==> src/hw/pipc_pkg.sv <==
// Purpose: shared constants and types of the picture-in-picture control register bank
// Assumes: 50 MHz ref_clk, synchronous active-low reset
// Notes: registers are 8 bit, reached only through the two-wire serial target port
//
// Behaviour
// answer one of two target addresses, chosen by the address-select pin level.
// accept sub-addresses 00H to 18H and 20H to 32H only.
// host sends START, device address, one sub-address, then data bytes.
// sub-address advances by one after each data byte until STOP.
// host should write zero into bits without a function.
// two bits in 00H enable main and sub picture independently.
// a set hold bit stops that channel writing video into memory.
// low nibble of 00H selects the layout from the fixed table.
// single-field bit 0 reserves both fields; 1 shares one space.
// single-field bit acts only while that channel's progressive bit is set.
// host sets single-field where memory cannot hold a second field.
// display progressive bit 1 reads one field; 0 uses both fields.
// acquisition progressive bit 1 writes one field; 0 writes both fields.
// filter bit turns on interpolation doubling 864 pixels per line.
// on layout change, gray fill until channel updated unless fill disabled.
// two reduced transfer modes: truncate to 6 bit, or smart reduction.
// both reduction bits zero gives full 8-bit transfer.
// host enables a reduction mode for full 672-pixel line layouts.
// luma below threshold times 16 turns fast blanking off.
// background horizontal offset moves whole display, 16 steps of 4 pixels.
// background vertical offset moves whole display, 16 steps of 2 lines.
// sub picture position, 256 steps of 4 pixels and 1 line.
// background offset is a global offset, set once for centring.
// registers hold values; effects apply from the next field boundary.
// bytes to invalid sub-addresses are ignored but still acknowledged.
package pipc_pkg;

  // write form of the two target addresses; bit 0 is the direction bit
  localparam logic [7:0] PIPC_DEV_ADDR_LO = 8'h2c;
  localparam logic [7:0] PIPC_DEV_ADDR_HI = 8'h2e;

  localparam logic [7:0] PIPC_SA_PRIM_FIRST = 8'h00;
  localparam logic [7:0] PIPC_SA_PRIM_LAST = 8'h18;
  localparam logic [7:0] PIPC_SA_EXT_FIRST = 8'h20;
  localparam logic [7:0] PIPC_SA_EXT_LAST = 8'h32;

  localparam logic [7:0] PIP_ENABLE_FREEZE_MODE = 8'h00;
  localparam logic [7:0] FIELD_INTERLACE_CONTROL = 8'h01;
  localparam logic [7:0] DISPLAY_FILTER_TRANSFER_THRESHOLD = 8'h02;
  localparam logic [7:0] BACKGROUND_OFFSET = 8'h03;
  localparam logic [7:0] SUB_DISPLAY_HPOS = 8'h04;
  localparam logic [7:0] SUB_DISPLAY_VPOS = 8'h05;
  localparam logic [7:0] MAIN_DISPLAY_HPOS = 8'h06;
  localparam logic [7:0] MAIN_DISPLAY_VPOS = 8'h07;
  localparam logic [7:0] DISPLAY_REDUCTION = 8'h08;
  localparam logic [7:0] ACQUISITION_REDUCTION = 8'h09;
  localparam logic [7:0] ACQUISITION_HPOS = 8'h0a;
  localparam logic [7:0] SUB_ACQUISITION_VPOS = 8'h0b;
  localparam logic [7:0] MAIN_ACQUISITION_VPOS = 8'h0c;
  localparam logic [7:0] LIVE_PIP_SELECT = 8'h0d;
  localparam logic [7:0] HIGHLIGHT_BORDER_SELECT = 8'h0e;
  localparam logic [7:0] BORDER_SIZE = 8'h0f;
  localparam logic [7:0] SUB_BORDER_COLOUR = 8'h10;
  localparam logic [7:0] SUB_SELECT_BORDER_COLOUR = 8'h11;
  localparam logic [7:0] MAIN_BORDER_COLOUR = 8'h12;
  localparam logic [7:0] MAIN_SELECT_BORDER_COLOUR = 8'h13;
  localparam logic [7:0] BACKGROUND_COLOUR = 8'h14;
  localparam logic [7:0] SUB_DECODER_SETTINGS = 8'h15;
  localparam logic [7:0] MAIN_DECODER_SETTINGS = 8'h16;
  localparam logic [7:0] DISPLAY_SYNC_SETTINGS = 8'h17;
  localparam logic [7:0] CHROMA_PEDESTAL = 8'h18;

  localparam int PIPC_MEM_DEPTH = 64;
  localparam int PIPC_MEM_AW = 6;
  localparam logic [7:0] PIPC_REG_RESET = 8'h00;

  // display scaling: pixels or lines per offset step, and the luma threshold step, as shift amounts
  localparam int PIPC_BG_H_SHIFT = 2;
  localparam int PIPC_BG_V_SHIFT = 1;
  localparam int PIPC_SUB_H_SHIFT = 2;
  localparam int PIPC_LUMA_SHIFT = 4;

  typedef enum logic [2:0] {PIPC_ST_IDLE, PIPC_ST_ADDR, PIPC_ST_SUB, PIPC_ST_WDATA, PIPC_ST_RDATA} pipc_state_t;
  typedef enum logic [1:0] {PIPC_XFER_FULL8, PIPC_XFER_TRUNC6, PIPC_XFER_SMART} pipc_xfer_t;

  typedef struct packed {
    logic main_picture_enable;
    logic sub_picture_enable;
    logic main_hold_picture;
    logic sub_hold_picture;
    logic [3:0] layout_mode_field;
  } pipc_reg00_t;

  typedef struct packed {
    logic [1:0] spare_hi;
    logic main_single_field;
    logic sub_single_field;
    logic spare_mid;
    logic display_progressive;
    logic main_acq_progressive;
    logic sub_acq_progressive;
  } pipc_reg01_t;

  typedef struct packed {
    logic output_interp_filter;
    logic gray_fill_disable;
    logic smart_reduction;
    logic truncate_reduction;
    logic [3:0] luma_threshold;
  } pipc_reg02_t;

  typedef struct packed {
    logic [3:0] background_h_offset;
    logic [3:0] background_v_offset;
  } pipc_reg03_t;

  typedef struct packed {
    pipc_reg00_t r00;
    pipc_reg01_t r01;
    pipc_reg02_t r02;
    pipc_reg03_t r03;
    logic [7:0] sub_display_h_offset;
    logic [7:0] sub_display_v_offset;
  } pipc_ctrl_t;

endpackage

==> src/hw/pipc_sync.sv <==
// Purpose: two-flop synchroniser for pins from outside the ref_clk domain
// Assumes: inputs change slowly against ref_clk
// Notes: only the second flop is visible outside
`timescale 1ns/1ps
module pipc_sync #(
  parameter int WIDTH = 1
) (
  input wire logic ref_clk,              // system clock
  input wire logic resetn,               // synchronous reset, active low
  input wire logic [WIDTH-1:0] async_in, // raw pin levels
  output logic [WIDTH-1:0] sync_out      // levels safe to use in ref_clk logic
);
  logic [WIDTH-1:0] meta;

  always_ff @(posedge ref_clk)
  begin
    if (!resetn)
    begin
      meta <= '1;
      sync_out <= '1;
    end
    else
    begin
      meta <= async_in;
      sync_out <= meta;
    end
  end
endmodule // pipc_sync

==> src/hw/pipc_regmem.sv <==
// Purpose: byte store for every sub-address of the control bank
// Assumes: one write and one read port, same clock
// Notes: read data are registered, one cycle after the address
`timescale 1ns/1ps
module pipc_regmem
  import pipc_pkg::*;
(
  input wire logic ref_clk,                // system clock
  input wire logic resetn,                 // synchronous reset, active low
  input wire logic wr_en,                  // write strobe, one cycle
  input wire logic [PIPC_MEM_AW-1:0] wr_addr, // write index
  input wire logic [7:0] wr_data,          // write byte
  input wire logic [PIPC_MEM_AW-1:0] rd_addr, // read index
  output logic [7:0] rd_data               // registered read byte
);
  logic [7:0] mem [PIPC_MEM_DEPTH];

  always_ff @(posedge ref_clk)
  begin
    if (!resetn)
    begin
      for (int i = 0; i < PIPC_MEM_DEPTH; i++)
        mem[i] <= PIPC_REG_RESET;
    end
    else if (wr_en)
      mem[wr_addr] <= wr_data;
  end

  always_ff @(posedge ref_clk)
  begin
    if (!resetn)
      rd_data <= PIPC_REG_RESET;
    else
      rd_data <= mem[rd_addr];
  end
endmodule // pipc_regmem

==> src/hw/pipc_bank.sv <==
// Purpose: serial-programmed control bank of the twin-channel picture-in-picture controller
// Assumes: scl, sda, address select and field sync are asynchronous pins
// Notes: settings written over the bus to 00H to 05H go live at the next field_sync rising edge
`timescale 1ns/1ps
module pipc_bank
  import pipc_pkg::*;
(
  input wire logic ref_clk,             // 50 MHz system clock
  input wire logic resetn,              // synchronous reset, active low
  input wire logic scl_i,               // serial clock pin level
  input wire logic sda_i,               // serial data pin level
  output logic sda_o,                   // serial data drive value, always low
  output logic sda_oe,                  // high while pulling sda low
  input wire logic addr_select_pin,     // picks the upper target address when high
  input wire logic field_sync,          // field boundary marker from video timing
  input wire logic main_updated,        // pulse: main channel written fresh picture
  input wire logic sub_updated,         // pulse: sub channel written fresh picture
  input wire logic [7:0] luma,          // current display luma, ref_clk domain
  output pipc_ctrl_t ctrl,              // live control settings
  output logic main_acq_write_en,       // main channel may write video memory
  output logic sub_acq_write_en,        // sub channel may write video memory
  output logic main_two_field_alloc,    // main channel reserves two field spaces
  output logic sub_two_field_alloc,     // sub channel reserves two field spaces
  output logic main_write_both_fields,  // main acquisition writes both fields
  output logic sub_write_both_fields,   // sub acquisition writes both fields
  output logic display_both_fields,     // display reads both fields
  output logic interp_filter_on,        // output runs at twice the 864 pixel rate
  output logic main_gray_fill,          // main pictures shown as 30% gray
  output logic sub_gray_fill,           // sub pictures shown as 30% gray
  output pipc_xfer_t xfer_mode,         // video memory transfer resolution
  output logic fast_blank_off,          // live background shows through
  output logic [5:0] bg_h_pixels,       // global horizontal shift in pixels
  output logic [4:0] bg_v_lines,        // global vertical shift in lines per field
  output logic [9:0] sub_h_pixels,      // sub picture horizontal place in pixels
  output logic [7:0] sub_v_lines        // sub picture vertical place in lines per field
);
  logic scl_s, sda_s, sel_s, fsync_s;
  logic scl_q, sda_q, fsync_q;
  logic scl_rise, scl_fall, start_det, stop_det, boundary;
  pipc_state_t state;
  logic [7:0] shreg, tx_shreg, sub_address, rd_data;
  logic [2:0] bit_cnt;
  logic byte_done, ack_phase, byte_evt;
  logic wr_en;
  logic [7:0] wr_addr, wr_data;
  logic [7:0] own_addr;
  logic sa_valid;
  pipc_ctrl_t pend, next_ctrl;

  pipc_sync #(.WIDTH(4)) u_sync (
    .ref_clk(ref_clk),
    .resetn(resetn),
    .async_in({scl_i, sda_i, addr_select_pin, field_sync}),
    .sync_out({scl_s, sda_s, sel_s, fsync_s})
  );

  pipc_regmem u_mem (
    .ref_clk(ref_clk),
    .resetn(resetn),
    .wr_en(wr_en),
    .wr_addr(wr_addr[PIPC_MEM_AW-1:0]),
    .wr_data(wr_data),
    .rd_addr(sub_address[PIPC_MEM_AW-1:0]),
    .rd_data(rd_data)
  );

  always_ff @(posedge ref_clk)
  begin
    if (!resetn)
    begin
      scl_q <= 1'b1;
      sda_q <= 1'b1;
      fsync_q <= 1'b1;
    end
    else
    begin
      scl_q <= scl_s;
      sda_q <= sda_s;
      fsync_q <= fsync_s;
    end
  end

  assign scl_rise = scl_s && !scl_q;
  assign scl_fall = !scl_s && scl_q;
  assign start_det = scl_s && scl_q && sda_q && !sda_s;
  assign stop_det = scl_s && scl_q && !sda_q && sda_s;
  assign boundary = fsync_s && !fsync_q;
  assign byte_evt = scl_fall && byte_done;
  assign own_addr = sel_s ? PIPC_DEV_ADDR_HI : PIPC_DEV_ADDR_LO;
  assign sa_valid = (sub_address <= PIPC_SA_PRIM_LAST)
                    || (sub_address >= PIPC_SA_EXT_FIRST && sub_address <= PIPC_SA_EXT_LAST);
  assign sda_o = 1'b0;

  // bit shifting; start clears the count so a repeated start realigns the byte
  always_ff @(posedge ref_clk)
  begin
    if (!resetn || start_det || stop_det)
    begin
      bit_cnt <= 3'h0;
      byte_done <= 1'b0;
      shreg <= 8'h00;
    end
    else if (scl_rise && !ack_phase)
    begin
      shreg <= {shreg[6:0], sda_s};
      bit_cnt <= bit_cnt + 3'h1;
      byte_done <= (bit_cnt == 3'h7);
    end
    else if (byte_evt)
      byte_done <= 1'b0;
  end

  // protocol sequencing, acknowledge and read data drive
  always_ff @(posedge ref_clk)
  begin
    if (!resetn || stop_det)
    begin
      state <= PIPC_ST_IDLE;
      ack_phase <= 1'b0;
      sda_oe <= 1'b0;
      tx_shreg <= 8'h00;
    end
    else if (start_det)
    begin
      state <= PIPC_ST_ADDR;
      ack_phase <= 1'b0;
      sda_oe <= 1'b0;
    end
    else if (byte_evt)
    begin
      unique case (state)
        PIPC_ST_ADDR:
        begin
          if (shreg[7:1] == own_addr[7:1])
          begin
            ack_phase <= 1'b1;
            sda_oe <= 1'b1;
            state <= shreg[0] ? PIPC_ST_RDATA : PIPC_ST_SUB;
          end
          else
            state <= PIPC_ST_IDLE;
        end
        PIPC_ST_SUB:
        begin
          ack_phase <= 1'b1;
          sda_oe <= 1'b1;
          state <= PIPC_ST_WDATA;
        end
        PIPC_ST_WDATA:
        begin
          ack_phase <= 1'b1;
          sda_oe <= 1'b1;
        end
        PIPC_ST_RDATA:
        begin
          ack_phase <= 1'b1;
          sda_oe <= 1'b0;
        end
        PIPC_ST_IDLE:
          sda_oe <= 1'b0;
      endcase
    end
    else if (scl_rise && ack_phase && state == PIPC_ST_RDATA && sda_s)
    begin
      state <= PIPC_ST_IDLE;
      ack_phase <= 1'b0;
    end
    else if (scl_fall && ack_phase)
    begin
      ack_phase <= 1'b0;
      if (state == PIPC_ST_RDATA)
      begin
        tx_shreg <= {rd_data[6:0], 1'b0};
        sda_oe <= !rd_data[7];
      end
      else
        sda_oe <= 1'b0;
    end
    else if (scl_fall && state == PIPC_ST_RDATA)
    begin
      tx_shreg <= {tx_shreg[6:0], 1'b0};
      sda_oe <= !tx_shreg[7];
    end
  end

  // sub-address pointer and register writes
  always_ff @(posedge ref_clk)
  begin
    if (!resetn)
    begin
      sub_address <= PIPC_SA_PRIM_FIRST;
      wr_en <= 1'b0;
      wr_addr <= 8'h00;
      wr_data <= 8'h00;
    end
    else
    begin
      wr_en <= 1'b0;
      if (byte_evt && state == PIPC_ST_SUB)
        sub_address <= shreg;
      else if (byte_evt && state == PIPC_ST_WDATA)
      begin
        wr_en <= sa_valid;
        wr_addr <= sub_address;
        wr_data <= shreg;
        sub_address <= sub_address + 8'h01;
      end
      else if (byte_evt && state == PIPC_ST_RDATA)
        sub_address <= sub_address + 8'h01;
    end
  end

  // pending copy of the live-effect registers, updated at once on a write
  always_ff @(posedge ref_clk)
  begin
    if (!resetn)
      pend <= '0;
    else if (wr_en)
    begin
      unique case (wr_addr)
        PIP_ENABLE_FREEZE_MODE: pend.r00 <= wr_data;
        FIELD_INTERLACE_CONTROL: pend.r01 <= wr_data;
        DISPLAY_FILTER_TRANSFER_THRESHOLD: pend.r02 <= wr_data;
        BACKGROUND_OFFSET: pend.r03 <= wr_data;
        SUB_DISPLAY_HPOS: pend.sub_display_h_offset <= wr_data;
        SUB_DISPLAY_VPOS: pend.sub_display_v_offset <= wr_data;
        default: pend <= pend;
      endcase
    end
  end

  // a write that lands in the boundary cycle is still taken at that edge
  always_comb
  begin
    next_ctrl = pend;
    if (wr_en)
    begin
      unique case (wr_addr)
        PIP_ENABLE_FREEZE_MODE: next_ctrl.r00 = wr_data;
        FIELD_INTERLACE_CONTROL: next_ctrl.r01 = wr_data;
        DISPLAY_FILTER_TRANSFER_THRESHOLD: next_ctrl.r02 = wr_data;
        BACKGROUND_OFFSET: next_ctrl.r03 = wr_data;
        SUB_DISPLAY_HPOS: next_ctrl.sub_display_h_offset = wr_data;
        SUB_DISPLAY_VPOS: next_ctrl.sub_display_v_offset = wr_data;
        default: next_ctrl = pend;
      endcase
    end
  end

  always_ff @(posedge ref_clk)
  begin
    if (!resetn)
      ctrl <= '0;
    else if (boundary)
      ctrl <= next_ctrl;
  end

  // gray fill: a layout change sets it, a fresh picture clears it, set wins
  always_ff @(posedge ref_clk)
  begin
    if (!resetn)
    begin
      main_gray_fill <= 1'b0;
      sub_gray_fill <= 1'b0;
    end
    else if (boundary && next_ctrl.r00.layout_mode_field != ctrl.r00.layout_mode_field
             && !next_ctrl.r02.gray_fill_disable)
    begin
      main_gray_fill <= 1'b1;
      sub_gray_fill <= 1'b1;
    end
    else
    begin
      if (main_updated)
        main_gray_fill <= 1'b0;
      if (sub_updated)
        sub_gray_fill <= 1'b0;
    end
  end

  // decoded controls, all registered off the live settings
  always_ff @(posedge ref_clk)
  begin
    if (!resetn)
    begin
      main_acq_write_en <= 1'b0;
      sub_acq_write_en <= 1'b0;
      main_two_field_alloc <= 1'b1;
      sub_two_field_alloc <= 1'b1;
      main_write_both_fields <= 1'b1;
      sub_write_both_fields <= 1'b1;
      display_both_fields <= 1'b1;
      interp_filter_on <= 1'b0;
      xfer_mode <= PIPC_XFER_FULL8;
      fast_blank_off <= 1'b0;
      bg_h_pixels <= 6'h00;
      bg_v_lines <= 5'h00;
      sub_h_pixels <= 10'h000;
      sub_v_lines <= 8'h00;
    end
    else
    begin
      main_acq_write_en <= ctrl.r00.main_picture_enable && !ctrl.r00.main_hold_picture;
      sub_acq_write_en <= ctrl.r00.sub_picture_enable && !ctrl.r00.sub_hold_picture;
      main_two_field_alloc <= !(ctrl.r01.main_single_field && ctrl.r01.main_acq_progressive);
      sub_two_field_alloc <= !(ctrl.r01.sub_single_field && ctrl.r01.sub_acq_progressive);
      main_write_both_fields <= !ctrl.r01.main_acq_progressive;
      sub_write_both_fields <= !ctrl.r01.sub_acq_progressive;
      display_both_fields <= !ctrl.r01.display_progressive;
      interp_filter_on <= ctrl.r02.output_interp_filter;
      // smart reduction wins if software sets both bits
      if (ctrl.r02.smart_reduction)
        xfer_mode <= PIPC_XFER_SMART;
      else if (ctrl.r02.truncate_reduction)
        xfer_mode <= PIPC_XFER_TRUNC6;
      else
        xfer_mode <= PIPC_XFER_FULL8;
      fast_blank_off <= luma < ({4'h0, ctrl.r02.luma_threshold} << PIPC_LUMA_SHIFT);
      bg_h_pixels <= {2'h0, ctrl.r03.background_h_offset} << PIPC_BG_H_SHIFT;
      bg_v_lines <= {1'h0, ctrl.r03.background_v_offset} << PIPC_BG_V_SHIFT;
      sub_h_pixels <= {2'h0, ctrl.sub_display_h_offset} << PIPC_SUB_H_SHIFT;
      sub_v_lines <= ctrl.sub_display_v_offset;
    end
  end
endmodule // pipc_bank

==> config.mk <==
export PLATFORM = sky130hd
export DESIGN_NAME = pipc_bank
export DESIGN_NICKNAME = d
export VERILOG_FILES = /design/src/hw/pipc_pkg.sv /design/src/hw/pipc_sync.sv /design/src/hw/pipc_regmem.sv /design/src/hw/pipc_bank.sv
export SDC_FILE = /design/constraint.sdc
export NUM_CORES = 1
export LEC_CHECK = 0
export ABC_CLOCK_PERIOD_IN_PS = 4880
export BUFFER_PORTS_ARGS = -buffer_cell sky130_fd_sc_hd__buf_2
export CAP_MARGIN = 30
export CORE_MARGIN = 2
export CORE_UTILIZATION = 60
export CTS_CLUSTER_DIAMETER = 50
export CTS_CLUSTER_SIZE = 12
export DETAILED_ROUTE_END_ITERATION = 10
export MAX_ROUTING_LAYER = met4
export PLACE_DENSITY = 0.8
export SLEW_MARGIN = 20
export SYNTH_ARGS = -nofsm -noshare
export SYNTH_HDL_FRONTEND = slang
export SYNTH_HIERARCHICAL = 1
export SYNTH_SLANG_ARGS = --single-unit
==> constraint.sdc <==
create_clock -name ref_clk -period 4.88 [get_ports ref_clk]
set_input_delay 0.488 -clock ref_clk [delete_from_list [all_inputs] [get_ports ref_clk]]
set_output_delay 0.488 -clock ref_clk [all_outputs]
set_load 0.01 [all_outputs]
# Word level (Yosys, flattened, before mapping)
# Memory sizes are Yosys's and may differ from the RTL's. A register that Yosys moved wholly into a read port is not among the register bits.
# Index checks and enable logic that the tools add are counted.
# op_classes
addsub,2
order_cmp,4
n_eq_ne,18
mux,46
bitwise,6
reduce_logical,71
# ops
operator,n
$mux 8,13
$mux 48,1
$logic_and 1x1->1,25
$mux 1,22
$logic_not 1->1,18
$eq 8x2->1 const B,2
$eq 8x3->1 const B,2
$mux 3,4
$reduce_bool 3->1,4
$reduce_bool 2->1,5
$add 8x1->8 const B,1
$eq 8x1->1 const B,1
$ge 8x6->1 const B,1
$le 8x5->1 const B,1
$le 8x6->1 const B,1
$logic_not 8->1,1
$lt 8x8->1,1
$reduce_or 2->1,4
$reduce_or 8->1,1
$eq 7x5->1,1
$eq 3x2->1 const B,2
$eq 3x3->1 const B,2
$mux 6,1
$not 1->1,6
other kinds (18),27
# totals
regBits,199
ramBits,512
input_bits,16
out_inout_bits,92
wordCells,227
n_memories,1
# memory_table
name,depth,word_bits,read_ports,rd_clocked_by_memory_dff,wr,line_no,source
u_mem.mem,64,8,1,1,64,pipc_regmem.sv:16,logic [7:0] mem [PIPC_MEM_DEPTH];

# Depth between registers and ports, before layout
# depth
depth_word,8
depth_mapped,9

# Cells and area by module
# Netlist, hierarchy kept.
# modules_own_cells
mod,instances,cells_per_inst,area_each_um2,seq_area_each_um2
pipc_regmem,1,1587,24154.4,15534.9
pipc_bank,1,715,6906.6,3703.6
pipc_sync,1,16,210.2,160.2

# Worst setup path before layout
# No wires, ideal clock.
# synth_timing
kind,flip-flop to flip-flop
startpoint,register wr_addr[3]
endpoint,memory u_mem.mem[10][0] (enable)
setup_time_ns,0.384
arrival_time_ns,2.074
required_time_ns,4.496
slack_ns,2.422
path_stages_with_launch,6
synth_period_minus_slack_ns,2.458
cell_sequence,dfxtp_1 -> or3b_1 -> clkbuf_1 -> or2_2 -> buf_2 -> o21ai_0
# synth_lines
item,line_no,source
start: declaration,pipc_bank.sv:45,"logic [7:0] wr_addr, wr_data;"
start signal: assignment,pipc_bank.sv:204,wr_addr <= sub_address;
end: declaration,pipc_regmem.sv:16,

==> summary.md <==
| Metric | Value |
|---|---|
| Status | `complete, no violations` |
| Unrepaired setup endpoints after global routing | `no` |
| # resized after CTS | `0` |
| CP Class | `register to register` |
| Non-filler cells in the finished layout | `around 3.1k` |
| Final ANT Viol Nets | `0` |
| CP max stage cell | `o21ai_0` |
| Worst Skew | `16.8 ps` |
| Fin nets | `2,410` |
| PortBufs | `97` |
| Hold_buf cts | `0` |
| Critical path endpoint category | `register` |
| Die Y-Extent | `232 um` |
| CTS clk-pin slew, worst paths | `60 ps` |
| # placed instances | `2,985` |
| Clock tree buffer depth | `3` |
| Buf+Inv Stages, Crit Path | `1` |
| Cell area after layout | `0.0345 sq mm` |
| Worst setup slack after layout | `1860 ps` |
| Worst slack, placed | `around 1800 ps` |
| EDFF count, synth | `512` |
| Starting density of the core | `about 60%` |
| TritonCTS clock tree | `yes` |
| Area contributors post-synth | `edfxtp_1, dfxtp_1, and2_1` |
| Clock latency at the later pin of the worst-skew pair | `about 630 ps` |
| Share of post-route cells with drive strength above 1 | `17.2%` |
| Initial antenna violation count | `1` |
| FFs w/ async S/R, synth | `0%` |
| Max Cap Violations | `0` |
| Fmax | `0.331 GHz` |
| Final Hold Fails | `0` |
| Final worst-path cycle share | `just over 60%` |
| Mean post-synth cell area | `13.5 sq um` |
| First-pass GRT wire length | `approximately 110,000 um` |
| Ys flop type | `edfxtp_1` |
| Slew at the pin closest to its max-slew limit | `949 ps` |
| HP Class | `input port to register` |
| Routed vias | `between 15k and 20k` |
| Crit path required time | `5210 ps` |
| WL/cell | `24.0 um` |
| Global route total overflow | `0` |
| #FFs+latches synth | `713` |
| Slew Limit Headroom | `36.5%` |
| Num ports | `about 110` |
| Die ar. | `0.0540 sq mm` |
| Vias per cell | `6.27` |
| Area leader, netlist | `edfxtp_1` |
| Synthesis-to-layout area growth | `10.3%` |
| Worst-path cell chain | `or3b_1, nand2b_1, o21ai_0, buf_2` |
| GPL Wtd Cong | `0.960` |
| Vias in the first global route | `19.2k` |
| Clock Tree Root | `clkbuf_16` |
| Warnings, synthesis | `6` |
| CP Launch Type | `register` |
| Cell count after synthesis | `2,318` |
| Placed wire-length estimate | `roughly 46,000 um` |
| Pleak | `0.0123 uW` |
| GRT Total Usage | `28.9%` |
| CTS buffer count | `73` |
| Core area | `between 0.05 and 0.06 sq mm` |
| Placed Area | `approximately 0.032 sq mm` |
| Worst Path Max Fanout | `13` |
| Pin count of the biggest net entering global routing | `102` |
| Worst Hold Slack | `53.5 ps` |
| Setup bufs post-CTS | `0` |
| Final slew viol count | `0` |
| CP top delay family | `simple AND/OR/NAND/NOR gates` |
| Cell Pwr Density | `approximately 360 mW/mm^2` |
| H-tree depth | `3` |
| Seq/Total Area, Yosys | `slightly above 60%` |
| FP Rows | `83` |
| Crit path time final | `~3000 ps` |
| Post-Route WL | `74,300 um` |
| Critical Path Max Stage Delay | `690 ps` |
| Pre-antenna DRT Iters | `6` |
| Setup TNS Final | `0 ps` |
| Clock Sinks | `713` |
| Die Width | `232 um` |
| Share of the synthesized area in the top cell type | `between 40% and 50%` |
| CP Data Arrival Time | `approximately 3400 ps` |
| Final setup vio count | `0` |
| Iter 0 DRT Violations | `2,064` |
| Maximum vdd drop | `approximately 0.00026 V` |
| Synth cell types | `72` |
| Drt drc | `0` |
| Area of the mapped netlist | `approximately 0.031 sq mm` |
-- sequential cells by signal (all words and copies together), names as in the netlist, 7 cells and up --
register	count
pend	48
tx_shreg	7
wr_data	8
sub_h_pixels	8
sub_address	8
ctrl	48
u_mem/mem	512
shreg	8
sub_v_lines	8
wr_addr	8
u_mem/rd_data	8
-- path summary, 6_finish.rpt --
path,from,endpoint,slack [ps],cells after the start
max,wr_addr[0],u_mem/mem[49][3],1860,4
min,scl_i,u_sync/meta[3],50,2
max reg2reg,wr_addr[0],u_mem/mem[49][3],1860,4
min reg2reg,ctrl[34],display_both_fields,410,1
-- area by class of cell --
cell class                 count  area, sq um
antenna                        1         2.50
clock buffer                  91         1920
clock inverter                17          236
fill                        3482        16900
inverter                      10         38.8
multi-input combinational   1421        11000
sequential                   713        19400
tap                          680          851
timing repair buffer         168         1040
-- synthesized netlist by cell type (25+ instances only) --
master    count
mux4_2      112
nand2_1      58
and2_1      541
edfxtp_1    512
nor2_1      204
nand2b_1     25
a211oi_1     56
clkbuf_1    115
dfxtp_1     201
a21oi_1      32
o21ai_0      78
mux2i_1     101
-- routing by layer --
metal / track usage [%] / wire [um] / vias to the layer above
met2: 45.0 / 36100 / 1087
li1: - / - / 8507
met5: - / 0 / -
met3: 5.12 / 7450 / 190
met1: 37.8 / 27900 / 9652
met4: 12.2 / 2860 / 0
-- through the flow --
step | power (uW) | util (%)
after floorplan | 7040 | -
after global placement | 7160 | 62.5
after detailed placement | 7190 | 62.8
after CTS | 12300 | 67.0
after global routing | 12600 | 67.1
final | 12300 | 67.1
-- worst reg2reg max path, stage by stage, from the launching register on --
cell and delay [ps]:
dfxtp_1 600, or3b_1 620, nand2b_1 510, o21ai_0 690, buf_2 300
-- cell families (layout without fill, tap and decap cells) --
logic type | count (synthesis) | after routing | share of synthesized area, %
AND/OR/NAND/NOR | 936 | 936 | 16.9
flip-flops | 713 | 713 | 62.0
multiplexers | 234 | 234 | 12.8
AO/OA/AOI/OAI | 232 | 232 | 4.84
buffers and inverters | 189 | 286 | 2.97
adder cells (fa/ha/maj) | 7 | 7 | 0.280
XOR/XNOR | 6 | 6 | 0.168
other | 1 | 7 | 0.0120
-- layout by cell type, fill, tap and decap left out, types with 8 or more instances in the layout --
master | Yosys | layout
and2_1 | 541 | 541
edfxtp_1 | 512 | 512
nor2_1 | 204 | 204
dfxtp_1 | 201 | 190
buf_2 | 17 | 122
mux4_2 | 112 | 112
mux2i_1 | 101 | 101
clkbuf_16 | 0 | 74
o21ai_0 | 78 | 66
nand2_1 | 58 | 58
a211oi_1 | 56 | 56
buf_4 | 15 | 36
a21oi_1 | 32 | 32
nand2b_1 | 25 | 25
clkbuf_1 | 115 | 17
nand3_1 | 16 | 16
mux4_1 | 16 | 16
nand3b_1 | 15 | 15
nor2_2 | 15 | 15
o221ai_1 | 14 | 14
o21ai_1 | 2 | 14
nor2b_1 | 11 | 10
inv_1 | 9 | 8
-- report_power, final --
group	total [uW]	internal [uW]	switching [uW]
clock network	5190	2900	2290
registers	6720	6650	72.5
logic	352	132	220
total	12300	9690	2580
No activity file was read; power rests on OpenSTA's default activity.
